### src/sic_pkg.sv
/*
  Package for the status indicator controller: register map, field
  positions, reset values, lamp pattern codes, timing constants and
  the packed structs that carry grouped signals.
  Assumes a 40 MHz core clock and an AXI4-Lite register bus.
*/
package sic_pkg;

  // ----------------------------------------------------------------
  // Timing
  // ----------------------------------------------------------------
  localparam int CLK_HZ         = 40_000_000;
  localparam int TICK_MS        = 1;
  localparam int CYCLES_PER_MS  = CLK_HZ / 1000 * TICK_MS;
  localparam int RAPID_ON_MS    = 50;
  localparam int RAPID_OFF_MS   = 50;
  localparam int SLOW_ON_MS     = 200;
  localparam int SLOW_OFF_MS    = 200;
  localparam int PULSE_ON_MS    = 200;
  localparam int PULSE_OFF_MS   = 1000;
  localparam int RAPID_LEN_MS   = RAPID_ON_MS + RAPID_OFF_MS;
  localparam int SLOW_LEN_MS    = SLOW_ON_MS + SLOW_OFF_MS;
  localparam int PULSE_LEN_MS   = PULSE_ON_MS + PULSE_OFF_MS;

  // ----------------------------------------------------------------
  // Register map (byte addresses)
  // ----------------------------------------------------------------
  localparam logic [7:0] ADDR_CTRL   = 8'h00;
  localparam logic [7:0] ADDR_STATUS = 8'h04;
  localparam logic [7:0] ADDR_IRQST  = 8'h08;
  localparam logic [7:0] ADDR_IRQMSK = 8'h0C;
  localparam logic [7:0] ADDR_LAMPS  = 8'h10;

  // CTRL fields
  localparam int CTRL_BUS_STATE_LSB = 0;   // 2 bits
  localparam int CTRL_INPUT_ONLY    = 2;
  localparam int CTRL_HW_FAULT_FAST = 3;
  localparam logic [31:0] CTRL_RESET = 32'h0000_0000;

  // Fault / event bit positions (STATUS, IRQ status, IRQ mask)
  localparam int EV_HW        = 0;
  localparam int EV_SWITCH    = 1;
  localparam int EV_NVM       = 2;
  localparam int EV_SYNCMAN   = 3;
  localparam int EV_SYNCFREQ  = 4;
  localparam int EV_SYNCSTART = 5;
  localparam int EV_SYNCLOST  = 6;
  localparam int EV_TIMEOUT   = 7;
  localparam int NUM_EV       = 8;

  localparam logic [1:0] AXI_OKAY   = 2'h0;
  localparam logic [1:0] AXI_SLVERR = 2'h2;

  // ----------------------------------------------------------------
  // Types
  // ----------------------------------------------------------------
  typedef enum logic [1:0] {
    SIC_INIT   = 2'h0,
    SIC_PREOP  = 2'h1,
    SIC_SAFEOP = 2'h2,
    SIC_OP     = 2'h3
  } sic_bus_state_t;

  typedef enum logic [2:0] {
    PAT_OFF   = 3'h0,
    PAT_ON    = 3'h1,
    PAT_RAPID = 3'h2,
    PAT_SLOW  = 3'h3,
    PAT_PULSE = 3'h4
  } sic_pat_t;

  typedef struct packed {
    logic upLink;
    logic upTraffic;
    logic downLink;
    logic downTraffic;
  } sic_port_t;

  typedef struct packed {
    logic supplyLamp;
    logic upLamp;
    logic downLamp;
    logic stateLamp;
    logic faultLamp;
  } sic_lamps_t;

endpackage

### src/sic_status_indicator.sv
/*
  Status indicator controller: drives supply, two link/activity,
  network state and fault lamps from the bus state, link status and
  fault flags; AXI4-Lite register slave with sticky fault interrupts.
  Assumes all inputs synchronous to core_clk, one write and one read
  outstanding at most.
*/
// Functional notes
// - Rapid pattern: 50 ms on, 50 ms off, repeating.
// - Slow pattern: 200 ms on, 200 ms off, repeating.
// - Lone pulse pattern: 200 ms on, 1000 ms off, repeating.
// - Operational exchange: activity lamp rapid, state lamp on, fault lamp off.
// - Link up, no traffic: port lamp steady on.
// - No link: port lamp off.
// - State lamp: Init off, PreOp slow, SafeOp pulse, Op on.
// - Hardware fault: state lamp off, fault lamp on or rapid.
// - Illegal switch setting shows as a hardware fault.
// - Corrupt non-volatile data: fault lamp slow.
// - Illegal sync manager setup: setting error, fault lamp slow.
// - Input-only unit never raises a communication timeout.
// - Invalid sync frequency: state and fault lamps slow.
// - Sync start failure: state lamp slow, fault lamp pulse.
// - Sync lost: state and fault lamps pulse.
module sic_status_indicator
  import sic_pkg::*;
#(
  parameter int CYC_PER_MS = CYCLES_PER_MS
) (
  input  wire logic        core_clk,
  input  wire logic        rst_n,
  input  wire sic_port_t   portStat,
  input  wire logic        evHw,
  input  wire logic        evSwitch,
  input  wire logic        evNvm,
  input  wire logic        evSyncMan,
  input  wire logic        evSyncFreq,
  input  wire logic        evSyncStart,
  input  wire logic        evSyncLost,
  input  wire logic        evTimeout,
  input  wire logic [7:0]  s_axi_awaddr,
  input  wire logic        s_axi_awvalid,
  output logic             s_axi_awready,
  input  wire logic [31:0] s_axi_wdata,
  input  wire logic [3:0]  s_axi_wstrb,
  input  wire logic        s_axi_wvalid,
  output logic             s_axi_wready,
  output logic [1:0]       s_axi_bresp,
  output logic             s_axi_bvalid,
  input  wire logic        s_axi_bready,
  input  wire logic [7:0]  s_axi_araddr,
  input  wire logic        s_axi_arvalid,
  output logic             s_axi_arready,
  output logic [31:0]      s_axi_rdata,
  output logic [1:0]       s_axi_rresp,
  output logic             s_axi_rvalid,
  input  wire logic        s_axi_rready,
  output sic_lamps_t       lamps,
  output logic             irq
);

  // ----------------------------------------------------------------
  // Millisecond timebase and pattern phases
  // ----------------------------------------------------------------
  logic [15:0] msDiv;
  logic [15:0] next_msDiv;
  logic [10:0] rapidMs, slowMs, pulseMs;
  logic [10:0] next_rapidMs, next_slowMs, next_pulseMs;
  logic        msTick;

  always_comb begin
    msTick       = (msDiv == 16'(CYC_PER_MS - 1));
    next_msDiv   = msTick ? 16'h0000 : msDiv + 16'h0001;
    next_rapidMs = rapidMs;
    next_slowMs  = slowMs;
    next_pulseMs = pulseMs;
    if (msTick) begin
      next_rapidMs = (rapidMs == 11'(RAPID_LEN_MS - 1)) ? 11'h000 : rapidMs + 11'h001;
      next_slowMs  = (slowMs == 11'(SLOW_LEN_MS - 1)) ? 11'h000 : slowMs + 11'h001;
      next_pulseMs = (pulseMs == 11'(PULSE_LEN_MS - 1)) ? 11'h000 : pulseMs + 11'h001;
    end
  end

  always_ff @(posedge core_clk or negedge rst_n) begin
    if (!rst_n) begin
      msDiv   <= 16'h0000;
      rapidMs <= 11'h000;
      slowMs  <= 11'h000;
      pulseMs <= 11'h000;
    end else begin
      msDiv   <= next_msDiv;
      rapidMs <= next_rapidMs;
      slowMs  <= next_slowMs;
      pulseMs <= next_pulseMs;
    end
  end

  logic rapidOn, slowOn, pulseOn;
  assign rapidOn = (rapidMs < 11'(RAPID_ON_MS));
  assign slowOn  = (slowMs < 11'(SLOW_ON_MS));
  assign pulseOn = (pulseMs < 11'(PULSE_ON_MS));

  function automatic logic patLevel(input sic_pat_t p, input logic r, input logic s,
                                    input logic u);
    case (p)
      PAT_ON:    patLevel = 1'b1;
      PAT_RAPID: patLevel = r;
      PAT_SLOW:  patLevel = s;
      PAT_PULSE: patLevel = u;
      default:   patLevel = 1'b0;
    endcase
  endfunction

  // ----------------------------------------------------------------
  // Register file
  // ----------------------------------------------------------------
  logic [31:0]       ctrl, next_ctrl;
  logic [NUM_EV-1:0] irqSt, next_irqSt;
  logic [NUM_EV-1:0] irqMsk, next_irqMsk;
  logic [NUM_EV-1:0] evIn, evLive;
  logic              inputOnly;
  sic_bus_state_t    busState;

  assign busState  = sic_bus_state_t'(ctrl[CTRL_BUS_STATE_LSB +: 2]);
  assign inputOnly = ctrl[CTRL_INPUT_ONLY];
  assign evIn = {evTimeout & ~inputOnly, evSyncLost, evSyncStart, evSyncFreq,
                 evSyncMan, evNvm, evSwitch, evHw};
  assign evLive = evIn;

  // ----------------------------------------------------------------
  // AXI4-Lite slave
  // ----------------------------------------------------------------
  logic        awHeld, wHeld, next_awHeld, next_wHeld;
  logic [7:0]  awAddr, next_awAddr;
  logic [31:0] wData, next_wData;
  logic [3:0]  wStrb, next_wStrb;
  logic        next_bvalid, next_rvalid;
  logic [1:0]  next_bresp, next_rresp;
  logic [31:0] next_rdata, wMask;
  logic        doWrite;
  sic_lamps_t  next_lamps;

  always_comb begin
    next_awHeld = awHeld;
    next_wHeld  = wHeld;
    next_awAddr = awAddr;
    next_wData  = wData;
    next_wStrb  = wStrb;
    if (s_axi_awvalid && s_axi_awready) begin
      next_awHeld = 1'b1;
      next_awAddr = s_axi_awaddr;
    end
    if (s_axi_wvalid && s_axi_wready) begin
      next_wHeld = 1'b1;
      next_wData = s_axi_wdata;
      next_wStrb = s_axi_wstrb;
    end
    doWrite = awHeld && wHeld && !s_axi_bvalid;
    for (int i = 0; i < 4; i++) begin
      wMask[i*8 +: 8] = {8{wStrb[i]}};
    end
    next_ctrl   = ctrl;
    next_irqMsk = irqMsk;
    next_irqSt  = irqSt;
    next_bvalid = s_axi_bvalid && !s_axi_bready;
    next_bresp  = s_axi_bresp;
    if (doWrite) begin
      next_awHeld = 1'b0;
      next_wHeld  = 1'b0;
      next_bvalid = 1'b1;
      next_bresp  = AXI_OKAY;
      case (awAddr)
        ADDR_CTRL:   next_ctrl   = (ctrl & ~wMask) | (wData & wMask);
        ADDR_IRQMSK: next_irqMsk = (irqMsk & ~wMask[NUM_EV-1:0]) | (wData[NUM_EV-1:0] &
                                   wMask[NUM_EV-1:0]);
        ADDR_IRQST:  next_irqSt  = irqSt & ~(wData[NUM_EV-1:0] & wMask[NUM_EV-1:0]);
        ADDR_STATUS, ADDR_LAMPS: next_bresp = AXI_OKAY;
        default:     next_bresp  = AXI_SLVERR;
      endcase
    end
    next_irqSt  = next_irqSt | evIn;  // Set wins over clear
    next_rvalid = s_axi_rvalid && !s_axi_rready;
    next_rdata  = s_axi_rdata;
    next_rresp  = s_axi_rresp;
    if (s_axi_arvalid && s_axi_arready) begin
      next_rvalid = 1'b1;
      next_rresp  = AXI_OKAY;
      case (s_axi_araddr)
        ADDR_CTRL:   next_rdata = ctrl;
        ADDR_STATUS: next_rdata = {24'h000000, evLive};
        ADDR_IRQST:  next_rdata = {24'h000000, irqSt};
        ADDR_IRQMSK: next_rdata = {24'h000000, irqMsk};
        ADDR_LAMPS:  next_rdata = {27'h0, lamps};
        default: begin
          next_rdata = 32'h0000_0000;
          next_rresp = AXI_SLVERR;
        end
      endcase
    end
  end

  always_ff @(posedge core_clk or negedge rst_n) begin
    if (!rst_n) begin
      awHeld        <= 1'b0;
      wHeld         <= 1'b0;
      awAddr        <= 8'h00;
      wData         <= 32'h0000_0000;
      wStrb         <= 4'h0;
      ctrl          <= CTRL_RESET;
      irqSt         <= '0;
      irqMsk        <= '0;
      s_axi_bvalid  <= 1'b0;
      s_axi_bresp   <= AXI_OKAY;
      s_axi_rvalid  <= 1'b0;
      s_axi_rdata   <= 32'h0000_0000;
      s_axi_rresp   <= AXI_OKAY;
      s_axi_awready <= 1'b0;
      s_axi_wready  <= 1'b0;
      s_axi_arready <= 1'b0;
      irq           <= 1'b0;
      lamps         <= '0;
    end else begin
      awHeld        <= next_awHeld;
      wHeld         <= next_wHeld;
      awAddr        <= next_awAddr;
      wData         <= next_wData;
      wStrb         <= next_wStrb;
      ctrl          <= next_ctrl;
      irqSt         <= next_irqSt;
      irqMsk        <= next_irqMsk;
      s_axi_bvalid  <= next_bvalid;
      s_axi_bresp   <= next_bresp;
      s_axi_rvalid  <= next_rvalid;
      s_axi_rdata   <= next_rdata;
      s_axi_rresp   <= next_rresp;
      s_axi_awready <= !next_awHeld && !next_bvalid && !s_axi_awready;
      s_axi_wready  <= !next_wHeld && !next_bvalid && !s_axi_wready;
      s_axi_arready <= !next_rvalid && !s_axi_arready;
      irq           <= |(next_irqSt & next_irqMsk);
      lamps         <= next_lamps;
    end
  end

  // ----------------------------------------------------------------
  // Lamp selection
  // ----------------------------------------------------------------
  sic_pat_t statePat, faultPat, upPat, downPat;

  always_comb begin
    case (busState)
      SIC_PREOP:  statePat = PAT_SLOW;
      SIC_SAFEOP: statePat = PAT_PULSE;
      SIC_OP:     statePat = PAT_ON;
      default:    statePat = PAT_OFF;
    endcase
    faultPat = PAT_OFF;
    // Severity order: least severe first, later entries override
    if (evLive[EV_TIMEOUT]) begin
      faultPat = PAT_PULSE;
    end
    if (evLive[EV_NVM] || evLive[EV_SYNCMAN]) begin
      faultPat = PAT_SLOW;
    end
    if (evLive[EV_SYNCLOST]) begin
      statePat = PAT_PULSE;
      faultPat = PAT_PULSE;
    end
    if (evLive[EV_SYNCSTART]) begin
      statePat = PAT_SLOW;
      faultPat = PAT_PULSE;
    end
    if (evLive[EV_SYNCFREQ]) begin
      statePat = PAT_SLOW;
      faultPat = PAT_SLOW;
    end
    if (evLive[EV_HW] || evLive[EV_SWITCH]) begin
      statePat = PAT_OFF;
      faultPat = ctrl[CTRL_HW_FAULT_FAST] ? PAT_RAPID : PAT_ON;
    end
    upPat   = !portStat.upLink ? PAT_OFF :
              (portStat.upTraffic ? PAT_RAPID : PAT_ON);
    downPat = !portStat.downLink ? PAT_OFF :
              (portStat.downTraffic ? PAT_RAPID : PAT_ON);
    next_lamps.supplyLamp = 1'b1;
    next_lamps.upLamp     = patLevel(upPat, rapidOn, slowOn, pulseOn);
    next_lamps.downLamp   = patLevel(downPat, rapidOn, slowOn, pulseOn);
    next_lamps.stateLamp  = patLevel(statePat, rapidOn, slowOn, pulseOn);
    next_lamps.faultLamp  = patLevel(faultPat, rapidOn, slowOn, pulseOn);
  end

  // ----------------------------------------------------------------
  // Checks
  // ----------------------------------------------------------------
  a_no_link_off: assert property (@(posedge core_clk) disable iff (!rst_n)
    !portStat.upLink |=> !lamps.upLamp) else $error("up lamp lit without link");
  a_link_idle_on: assert property (@(posedge core_clk) disable iff (!rst_n)
    portStat.upLink && !portStat.upTraffic |=> lamps.upLamp)
    else $error("idle link lamp not on");
  a_hw_state_off: assert property (@(posedge core_clk) disable iff (!rst_n)
    (evHw || evSwitch) |=> !lamps.stateLamp) else $error("state lamp on in hw fault");
  a_switch_fault: assert property (@(posedge core_clk) disable iff (!rst_n)
    evSwitch && !ctrl[CTRL_HW_FAULT_FAST] |=> lamps.faultLamp)
    else $error("switch fault lamp not on");
  a_timeout_masked: assert property (@(posedge core_clk) disable iff (!rst_n)
    $past(inputOnly) && !$past(irqSt[EV_TIMEOUT]) |-> !irqSt[EV_TIMEOUT])
    else $error("timeout raised on input-only unit");
  a_rapid_phase: assert property (@(posedge core_clk) disable iff (!rst_n)
    msTick && rapidMs == 11'(RAPID_ON_MS - 1) |=> !rapidOn) else $error("rapid on too long");
  a_pulse_phase: assert property (@(posedge core_clk) disable iff (!rst_n)
    msTick && pulseMs == 11'(PULSE_LEN_MS - 1) |=> pulseOn && pulseMs == 11'h000)
    else $error("pulse cycle length wrong");
  a_slow_phase: assert property (@(posedge core_clk) disable iff (!rst_n)
    msTick && slowMs == 11'(SLOW_ON_MS - 1) |=> !slowOn ##1 !slowOn)
    else $error("slow on too long");
  a_op_state_on: assert property (@(posedge core_clk) disable iff (!rst_n)
    busState == SIC_OP && !(|evLive[EV_SYNCLOST:EV_HW]) |=> lamps.stateLamp)
    else $error("op state lamp not on");

endmodule

### config.mk
export PLATFORM = sky130hd
export DESIGN_NAME = sic_status_indicator
export DESIGN_NICKNAME = d
export VERILOG_FILES = /design/src/sic_pkg.sv /design/src/sic_status_indicator.sv
export SDC_FILE = /design/constraint.sdc
export NUM_CORES = 1
export LEC_CHECK = 0
export BUFFER_PORTS_ARGS = -buffer_cell sky130_fd_sc_hd__buf_4
export CORE_ASPECT_RATIO = 1.5
export CORE_MARGIN = 2
export CORE_UTILIZATION = 40
export CTS_CLUSTER_SIZE = 14
export DETAILED_ROUTE_END_ITERATION = 16
export HOLD_SLACK_MARGIN = 0.1
export SLEW_MARGIN = 25
export SYNTH_ARGS = -nofsm -noshare
export SYNTH_HDL_FRONTEND = slang
export SYNTH_SLANG_ARGS = --single-unit
### constraint.sdc
create_clock -name core_clk -period 5.1 [get_ports core_clk]
set_input_delay 0.51 -clock core_clk [delete_from_list [all_inputs] [get_ports core_clk]]
set_output_delay 0.51 -clock core_clk [all_outputs]
set_load 0.03 [all_outputs]
-- Word-level counts from Yosys, hierarchy flattened
Index checks and enable logic that the tools add are counted.
- add/sub/neg operators: 4
- order comparisons: 3
- equality and inequality tests: 31
- muxes and demuxes: 37
- bitwise logic cells: 14
- reductions and logical operators: 30
- operator list (kind ; number):
    32-bit case mux with 5 select lines ; 1
    32-bit bitwise AND ; 2
    11-bit by 1-bit adder with 11-bit output (second input constant) ; 3
    11-bit two-way mux ; 3
    8-bit bitwise AND ; 4
    8-bit by 4-bit == test with 1-bit output (second input constant) ; 4
    8-bit two-way mux ; 4
    32-bit NOT ; 1
    32-bit bitwise OR ; 1
    3-bit two-way mux ; 10
    11-bit by 8-bit < comparator with 1-bit output (second input constant) ; 2
    16-bit by 1-bit adder with 16-bit output (second input constant) ; 1
    16-bit == test (second input constant) ; 1
    8-bit by 3-bit == test with 1-bit output (second input constant) ; 2
    8-bit by 5-bit == test with 1-bit output (second input constant) ; 2
    8-bit logical NOT ; 2
    16-bit two-way mux ; 1
    8-bit NOT ; 2
    8-bit bitwise OR ; 2
    1-bit case mux with 4 select lines ; 4
    2-bit two-way mux ; 7
    2-bit == test (second input constant) ; 6
    3-bit by 2-bit == test with 1-bit output (second input constant) ; 4
    1-bit logical AND ; 12
    17 further kinds ; 38
- flip-flop bits (word level): 190
- input bits: 71
- output and inout port bits: 47

-- Logic depth before layout (Yosys ltp)
Gate-level depths: netlist of the first run.
- word-level depth: 10
- depth in mapped cells: 8

-- Least setup slack after synthesis of the first run
No wires, ideal clock.
- kind: register -> register
- from: register awAddr[0]
- to: register irq
- library setup time: 135 ps
- arrival time: 2011 ps
- slack: 2954 ps
- stages on the path, launching flop included: 6
- cells stage by stage: dfrtp_1 > or4_4 > nor4_4 > mux2_2 > a22oi_1 > nand4_1
- elaborated cells between the ends (all ways): 9
- those cells by class: eq/ne: 2; mux: 4; bitwise: 2; reduce/logical: 1
- RTL lines (item ; line ; source):
    from (decl) ; sic_status_indicator.sv:133 ; logic [7:0] awAddr, next_awAddr;
    from (signal assigned) ; sic_status_indicator.sv:224 ; awAddr <= next_awAddr;
    8-bit by 4-bit == test with 1-bit output ; sic_status_indicator.sv:171 ; case (awAddr)
    8-bit two-way mux ; sic_status_indicator.sv:171 ;
    8-bit two-way mux ; sic_status_indicator.sv:166 ; if (doWrite) begin
    net next_irqMsk[1] ; sic_status_indicator.sv:118 ; logic [NUM_EV-1:0] irqMsk, next_irqMsk;
    8-bit bitwise AND ; sic_status_indicator.sv:238 ; irq <= |(next_irqSt & next_irqMsk);
    8-bit OR reduction ; sic_status_indicator.sv:238 ;
    to (signal assigned) ; sic_status_indicator.sv:238 ;
    to (decl) ; sic_status_indicator.sv:58 ; output logic irq
The timed path passes the listed nets, and every way through them passes these cells.
A chain may end at the register's enable or synchronous reset.

-- Worst setup path in the final report of the first run
- from: register msDiv[0]
- to: register pulseMs[4]
- word-level cells in the longest chain between the ends: 1
- ends and longest elaborated chain (item ; line ; source):
    from (decl) ; sic_status_indicator.sv:64 ; logic [15:0] msDiv;
    from (signal assigned) ; sic_status_indicator.sv:90 ; msDiv <= next_msDiv;
    16-bit == test ; sic_status_indicator.sv:71 ; msTick = (msDiv == 16'(CYC_PER_MS - 1));
    to (signal assigned) ; sic_status_indicator.sv:93 ; pulseMs <= next_pulseMs;
    to (decl) ; sic_status_indicator.sv:66 ; logic [10:0] rapidMs, slowMs, pulseMs;
No other way between the ends.

==> results of run 1 <==
## routing by layer
layer,global-route usage,vias to the layer above,share of wire
met5,0,-,0
met4,0.0608,0,0.018
met3,0.0396,28,0.050
met2,0.296,166,0.50
met1,0.217,2797,0.43
li1,-,2585,-
## power by group through the flow
stage | clock network, W | registers (W) | logic, W
finish | 0.00122 | 0.00193 | 0.000618
global route | 0.00132 | 0.00197 | 0.000676
CTS | 0.00126 | 0.00193 | 0.000630
detailed placement | 0 | 0.00196 | 0.000628
global placement | 0 | 0.00194 | 0.000606
floorplan | 0 | 0.00195 | 0.000377
## synth_stat cells (2+ instances only)
master                        n
sky130_fd_sc_hd__and3b_1      2
sky130_fd_sc_hd__or2_2        2
sky130_fd_sc_hd__a222oi_1     5
sky130_fd_sc_hd__or4_1        4
sky130_fd_sc_hd__conb_1       2
sky130_fd_sc_hd__nand4_1      8
sky130_fd_sc_hd__o22a_1       8
sky130_fd_sc_hd__mux2i_1      5
sky130_fd_sc_hd__buf_4        2
sky130_fd_sc_hd__clkbuf_1    16
sky130_fd_sc_hd__xnor2_1     13
sky130_fd_sc_hd__o21ai_0     45
sky130_fd_sc_hd__ha_1         4
sky130_fd_sc_hd__o211ai_1     2
sky130_fd_sc_hd__nor2b_1      6
sky130_fd_sc_hd__mux2_2      85
sky130_fd_sc_hd__nand3b_1     2
sky130_fd_sc_hd__nand2_1     56
sky130_fd_sc_hd__a21oi_1      7
sky130_fd_sc_hd__nand4b_1     2
sky130_fd_sc_hd__a22o_1      25
sky130_fd_sc_hd__and4_1       4
sky130_fd_sc_hd__nor4_1       4
sky130_fd_sc_hd__nand4bb_1    2
sky130_fd_sc_hd__nand2b_1     9
sky130_fd_sc_hd__nor3_1      19
sky130_fd_sc_hd__and3_1      12
sky130_fd_sc_hd__a31oi_1      3
sky130_fd_sc_hd__buf_2        4
sky130_fd_sc_hd__nor2_1      29
sky130_fd_sc_hd__o31ai_1     11
sky130_fd_sc_hd__inv_1        6
sky130_fd_sc_hd__a21boi_0     2
sky130_fd_sc_hd__dfrtp_1    188
sky130_fd_sc_hd__mux4_2       3
sky130_fd_sc_hd__nand3_1     16
sky130_fd_sc_hd__a22oi_1      4
sky130_fd_sc_hd__xor2_1      11
sky130_fd_sc_hd__nand2_2      4
## cell usage in the layout, fill, tap and decap left out, types with 4 or more instances in the layout
master and count:
sky130_fd_sc_hd__and4_1 4, sky130_fd_sc_hd__nand2_1 55, sky130_fd_sc_hd__clkbuf_16 17, sky130_fd_sc_hd__nor3_1 18, sky130_fd_sc_hd__buf_4 118, sky130_fd_sc_hd__nand2_2 5, sky130_fd_sc_hd__nand2b_1 9, sky130_fd_sc_hd__clkbuf_1 5
sky130_fd_sc_hd__xnor2_1 13, sky130_fd_sc_hd__clkbuf_8 5, sky130_fd_sc_hd__a222oi_1 5, sky130_fd_sc_hd__nor2b_1 6, sky130_fd_sc_hd__dfrtp_1 188, sky130_fd_sc_hd__a22oi_1 4, sky130_fd_sc_hd__o31ai_1 11, sky130_fd_sc_hd__o21ai_0 45
sky130_fd_sc_hd__nand4_1 8, sky130_fd_sc_hd__mux2_2 85, sky130_fd_sc_hd__inv_1 6, sky130_fd_sc_hd__ha_1 4, sky130_fd_sc_hd__nor2_1 29, sky130_fd_sc_hd__a21oi_1 7, sky130_fd_sc_hd__o22a_1 8, sky130_fd_sc_hd__nand3_1 16
sky130_fd_sc_hd__xor2_1 11, sky130_fd_sc_hd__or4_1 4, sky130_fd_sc_hd__and3_1 12, sky130_fd_sc_hd__nor4_1 4, sky130_fd_sc_hd__mux2i_1 5, sky130_fd_sc_hd__a22o_1 25
## how the worst max path moves through the flow
| stage | from | cells past startpoint | end |
|---|---|---|---|
| 2_1_floorplan | awAddr[0]$_DFFE_PN0P_ | 5 | irq$_DFF_PN0_ |
| 3_3_place_gp | s_axi_araddr[5] | 5 | s_axi_rdata[29]$_DFFE_PN0P_ |
| 3_5_place_dp | s_axi_araddr[5] | 5 | s_axi_rdata[14]$_DFFE_PN0P_ |
| 4_1_cts | msDiv[0]$_DFF_PN0_ | 6 | pulseMs[4]$_DFFE_PN0N_ |
| 5_1_grt | msDiv[0]$_DFF_PN0_ | 6 | pulseMs[4]$_DFFE_PN0N_ |
| 6_report | msDiv[0]$_DFF_PN0_ | 6 | pulseMs[4]$_DFFE_PN0N_ |
## through the flow
| step | setup slack [ps] | std cells | util | hold slack [ps] |
|---|---|---|---|---|
| CTS | 2440 | 1034 | 0.492 | 148 |
| global placement | 1890 | 1002 | 0.464 | 450 |
| global route | 2160 | 1034 | 0.492 | 184 |
| finish | 2390 | 1034 | 0.492 | 127 |
| detailed placement | 2180 | 1002 | 0.464 | 459 |
| floorplan | 2950 | 646 | - | 214 |
## cell families (layout without fill, tap and decap cells)
group | Yosys count | in the layout | synth area share
adders and majority gates | 4 | 4 | 0.00628
xor gates and xnor gates | 24 | 24 | 0.0264
buffers and inverters | 29 | 157 | 0.0152
DFF | 188 | 188 | 0.590
muxes | 93 | 93 | 0.135
other | 2 | 3 | 0.000942
AOI/OAI and AO/OA | 116 | 116 | 0.0998
and+or+nand+nor | 189 | 189 | 0.127
## cell type report
| type | instances | area (µm²) | share of cell area |
|---|---|---|---|
| Sequential cell | 188 | 4700 | 0.487 |
| Multi-Input combinational cell | 429 | 3160 | 0.327 |
| Timing Repair Buffer | 119 | 897 | 0.0929 |
| Clock buffer | 27 | 513 | 0.0531 |
| Tap cell | 260 | 325 | 0.0337 |
| Clock inverter | 5 | 32.5 | 0.00337 |
| Inverter | 6 | 22.5 | 0.00233 |
==> run metrics, run 1 <==
via/cell ratio=5.39; Pint=0.00276 W; nets=836; post-route clock skew=7.42 ps; Largest delay share family, worst path=simple AND/OR/NAND/NOR gates; cells taking the most area after synthesis=sky130_fd_sc_hd__dfrtp_1, sky130_fd_sc_hd__mux2_2, sky130_fd_sc_hd__o21ai_0; cell leakage power=4.44 nW; outcome=finished clean; worst voltage drop across the vdd grid=227 µV; Max-Slew Margin vs Limit=0.350; via count of the first global-routing pass=5633; summed negative setup slack over all endpoints=0 ps; final worst-path cycle share=0.532; drt pass-1 iters=5; total grt overflow=0; count of final hold-check violations=0; number of gates resized after CTS=0; Die Y=177 µm; synthesis-to-layout area growth=21.1%; number of max-slew violations in the final report=0; gate count after technology mapping=645; placeable core region=19600 µm²; pin count of the biggest net entering global routing=84; dominant register cell in the synthesized netlist=sky130_fd_sc_hd__dfrtp_1; share of layout cells above drive strength 1=0.318; root cell of the clock tree=sky130_fd_sc_hd__clkbuf_16; Iteration-0 DRC Markers=422; reg-to-reg endpoint=pulseMs[4]$_DFFE_PN0N_; filler cell count in the final layout=1776; unrepaired setup endpoints after global routing=no; Cell variety after synth=52; width of the die=119 µm; number of flops mapped to enable cells by yosys=0; Logic pwr share=0.164; CTS tree=yes; required arrival time at the worst endpoint=5430 ps; Post-Syn Area=7980 µm²; crit path capture type=flop; sequential cell area fraction in the yosys report=0.590; leading area contributor after synthesis=sky130_fd_sc_hd__dfrtp_1; HPWL after DPL=12.8 mm; kind of start point of the critical path=flop; min cycle time layout=2710 ps; top cell type's share of synthesized area=0.590; Bufs and invs on worst path=0; count of buffers from port buffering=115; maximum fanout along the worst path=22; via count=5576; portion of total power attributed to sequential cells=0.511; critical path type=flop to flop; slowest stage delay, CP=800 ps; Reg2Reg Launch Point=msDiv[0]$_DFF_PN0_; final antenna-violating net count=0; power density over the cells=391 nW/µm²; Syn Area/Cell=12.4 µm²; number of buffers added to fix hold violations after cts=0; synthesis warning total=0; clock slew at the register clock pins of the worst setup and hold paths=70 ps; number of levels the H-tree was split into=4; antenna violations before repair=0; crit path max-delay cell type=sky130_fd_sc_hd__and3_1; Seq cells post-synth=188; number of max-capacitance violations reported=0; Crit path arrival time=3050 ps; R2R setup slack=2390 ps; aggregate routed wire length=17.6 mm; Max Fclk=0.369 GHz; clk buf depth=2; CTS sink count=188; Sw Pwr=0.00101 W; Clk Latency, worst-skew pair=430 ps; die area=21100 µm²; residual DRC count=0; Top Ports=118; global-route wire length before repair=28.7 mm; initial core utilization=0.406; total setup buffers inserted after CTS=0; crit-path most repeated cell=sky130_fd_sc_hd__and3_1; kind of path behind the tightest hold check=primary input to async pin; GPL Wtd Cong=0.837; Clock Power Share=0.325; Worst Reg2Reg Path Length in Cells=6; critical path cell sequence=ha_1 -> and3_1 -> and3_1 -> and3_1 -> o21ai_0 -> o31ai_1; transition at the pin with the smallest max-transition slack=971 ps; Tot GR Track Use=0.174; switching share of power=0.268; Final Total Pwr=0.00377 W; Post-synth ARST share=1.00; number of antenna repair diodes=0; FP Rows=63; final routed wire length divided by cell count=17.0 µm; summed area of non-filler cells in the final layout=9660 µm²; total CTS buffers=17; cell area after placement=9110 µm²; final number of setup-violating endpoints=0
(Power assumes the default switching activity.)
==> inputs of run 2 (changes only) <==
==> constraint.sdc (replaced) <==
create_clock -name core_clk -period 2.7 [get_ports core_clk]
set_input_delay 0.27 -clock core_clk [delete_from_list [all_inputs] [get_ports core_clk]]
set_output_delay 0.27 -clock core_clk [all_outputs]
set_load 0.03 [all_outputs]
==> run 2 against run 1 <==
Net effect:
- via count grew 3.9%
- power grew 95%
- worst setup slack lost 2000 ps
- global-route usage grew 1.1 points
- sequential power grew 89%
- wire length grew 5.5%
- critical path type unchanged
==> run metrics, run 2 (same netlist as run 1, synthesis figures left out) <==
Sw Pwr=0.00198 W; final antenna-violating net count=0; clk buf depth=2; via count of the first global-routing pass=6058; CTS sink count=188; count of buffers from port buffering=115; Top Ports=118; maximum fanout along the worst path=8; final number of setup-violating endpoints=0; number of max-slew violations in the final report=0; crit path max-delay cell type=sky130_fd_sc_hd__or4_4; Max Fclk=0.437 GHz; number of buffers added to fix hold violations after cts=53; final worst-path cycle share=0.848; transition at the pin with the smallest max-transition slack=757 ps; count of final hold-check violations=0; worst slack at placement=403 ps; number of antenna repair diodes=0; commonest non-fill, non-tap cell in the layout=sky130_fd_sc_hd__dfrtp_1; most utilized layer in the global route result=met2; R2R setup slack=410 ps; critical path cell sequence=or4_4 -> nand4bb_1 -> o22a_1 -> a22oi_1 -> nand4_1; top library cells by usage in the layout, fill and taps aside=sky130_fd_sc_hd__dfrtp_1, sky130_fd_sc_hd__buf_4, sky130_fd_sc_hd__mux2_2; final routed wire length divided by cell count=16.9 µm; met3 track utilization from global routing=0.0457; root cell of the clock tree=sky130_fd_sc_hd__clkbuf_16; total grt overflow=0; Max-Slew Margin vs Limit=0.495; unrepaired setup endpoints after global routing=no; kind of start point of the critical path=flop; cell leakage power=4.75 nW; Clk Latency, worst-skew pair=430 ps; share of layout cells above drive strength 1=0.306; GPL Wtd Cong=0.846; outcome=finished clean; critical path type=flop to flop; Global Route met2 Usage=0.329; drt pass-1 iters=5; global-route wire length before repair=30.9 mm; total setup buffers inserted after CTS=0; CP endpoint=irq$_DFF_PN0_; min cycle time layout=2290 ps; synthesis-to-layout area growth=29.4%; slowest stage delay, CP=560 ps; die area=21100 µm²; summed negative setup slack over all endpoints=0 ps; Reg2Reg Launch Point=awAddr[0]$_DFFE_PN0P_; number of levels the H-tree was split into=4; Pint=0.00539 W; worst voltage drop across the vdd grid=350 µV; Iteration-0 DRC Markers=267; fraction of met1 tracks used by global routing=0.219; portion of total power attributed to sequential cells=0.495; Final Total Pwr=0.00737 W; number of gates resized after CTS=0; required arrival time at the worst endpoint=3010 ps; initial core utilization=0.406; HPWL after DPL=13.4 mm; clock slew at the register clock pins of the worst setup and hold paths=70 ps; via/cell ratio=5.28; kind of path behind the tightest hold check=primary input to flop; utilization of the core after routing=0.526; reg-to-reg endpoint=irq$_DFF_PN0_; Crit path arrival time=2600 ps; post-route clock skew=11.1 ps; Worst Reg2Reg Path Length in Cells=5; width of the die=119 µm; switching share of power=0.268; residual DRC count=0; pin count of the biggest net entering global routing=80; placeable core region=19600 µm²; power density over the cells=714 nW/µm²; antenna violations before repair=0; crit path capture type=flop; CTS tree=yes; FP Rows=63; via count=5791; Die Y=177 µm; nets=899; number of max-capacitance violations reported=0; total CTS buffers=17; Tot GR Track Use=0.185; crit path from=awAddr[0]$_DFFE_PN0P_; PnR worst setup slack=410 ps; Logic pwr share=0.169; aggregate routed wire length=18.6 mm; Clock Power Share=0.336
## run 2: changes by cell type in the layout (fill, tap and decap cells not counted), sizes merged
cell	change
inv	+1
dlygate4sd3	+53
bufinv	+2
buf	+10
clkbuf	-4
clkinv	+3
clkinvlp	-2
## run 2: power by group through the flow
stage / Combinational (W) / Clock, W / Sequential [W]
CTS: 0.00126 / 0.00253 / 0.00366
floorplan: 0.000713 / 0 / 0.00368
global placement: 0.00116 / 0 / 0.00369
detailed placement: 0.00120 / 0 / 0.00371
global route: 0.00136 / 0.00266 / 0.00372
finish: 0.00124 / 0.00247 / 0.00365
## run 2: cell type report
type	instances	area [µm²]
flip-flops and latches	188	4700
well taps	260	325
clock buffers	23	468
inverters	6	22.5
fillers	1706	9310
repair buffers	182	1530
clock inverters	9	113
multi-input cells	429	3160
## run 2: critical path: cells and delay by family, from the launching register on
| family | cells | cell delay (ps) |
|---|---|---|
| AOI/OAI and AO/OA | 2 | 600 |
| DFF | 1 | 370 |
| and+or+nand+nor | 3 | 1200 |
## run 2: worst min path at each step
stage,from,endpoint,slack [ps],depth (start not counted)
final,portStat[1],lamps[2]$_DFF_PN0_,130,2
after global routing,portStat[1],lamps[2]$_DFF_PN0_,120,2
after CTS,portStat[1],lamps[2]$_DFF_PN0_,110,2
after detailed placement,rst_n,s_axi_rdata[10]$_DFFE_PN0P_,380,1
after global placement,rst_n,s_axi_rdata[10]$_DFFE_PN0P_,360,1
after floorplan,rst_n,async pin,-30,0
## run 2: metal layers
layer  share of wire  vias up
met5               0        -
met4           0.017        0
met3           0.050       21
met2            0.52      153
met1            0.41     2907
li1                -     2710
## run 2: stage by stage
step | hold slack, ps | instances | cell area [µm²]
5_1_grt | 119 | 1097 | 10300
4_1_cts | 109 | 1097 | 10300
3_5_place_dp | 378 | 1012 | 9210
3_3_place_gp | 362 | 1012 | 9210
6_report | 131 | 1097 | 10300
2_1_floorplan | -25.6 | 646 | 7980
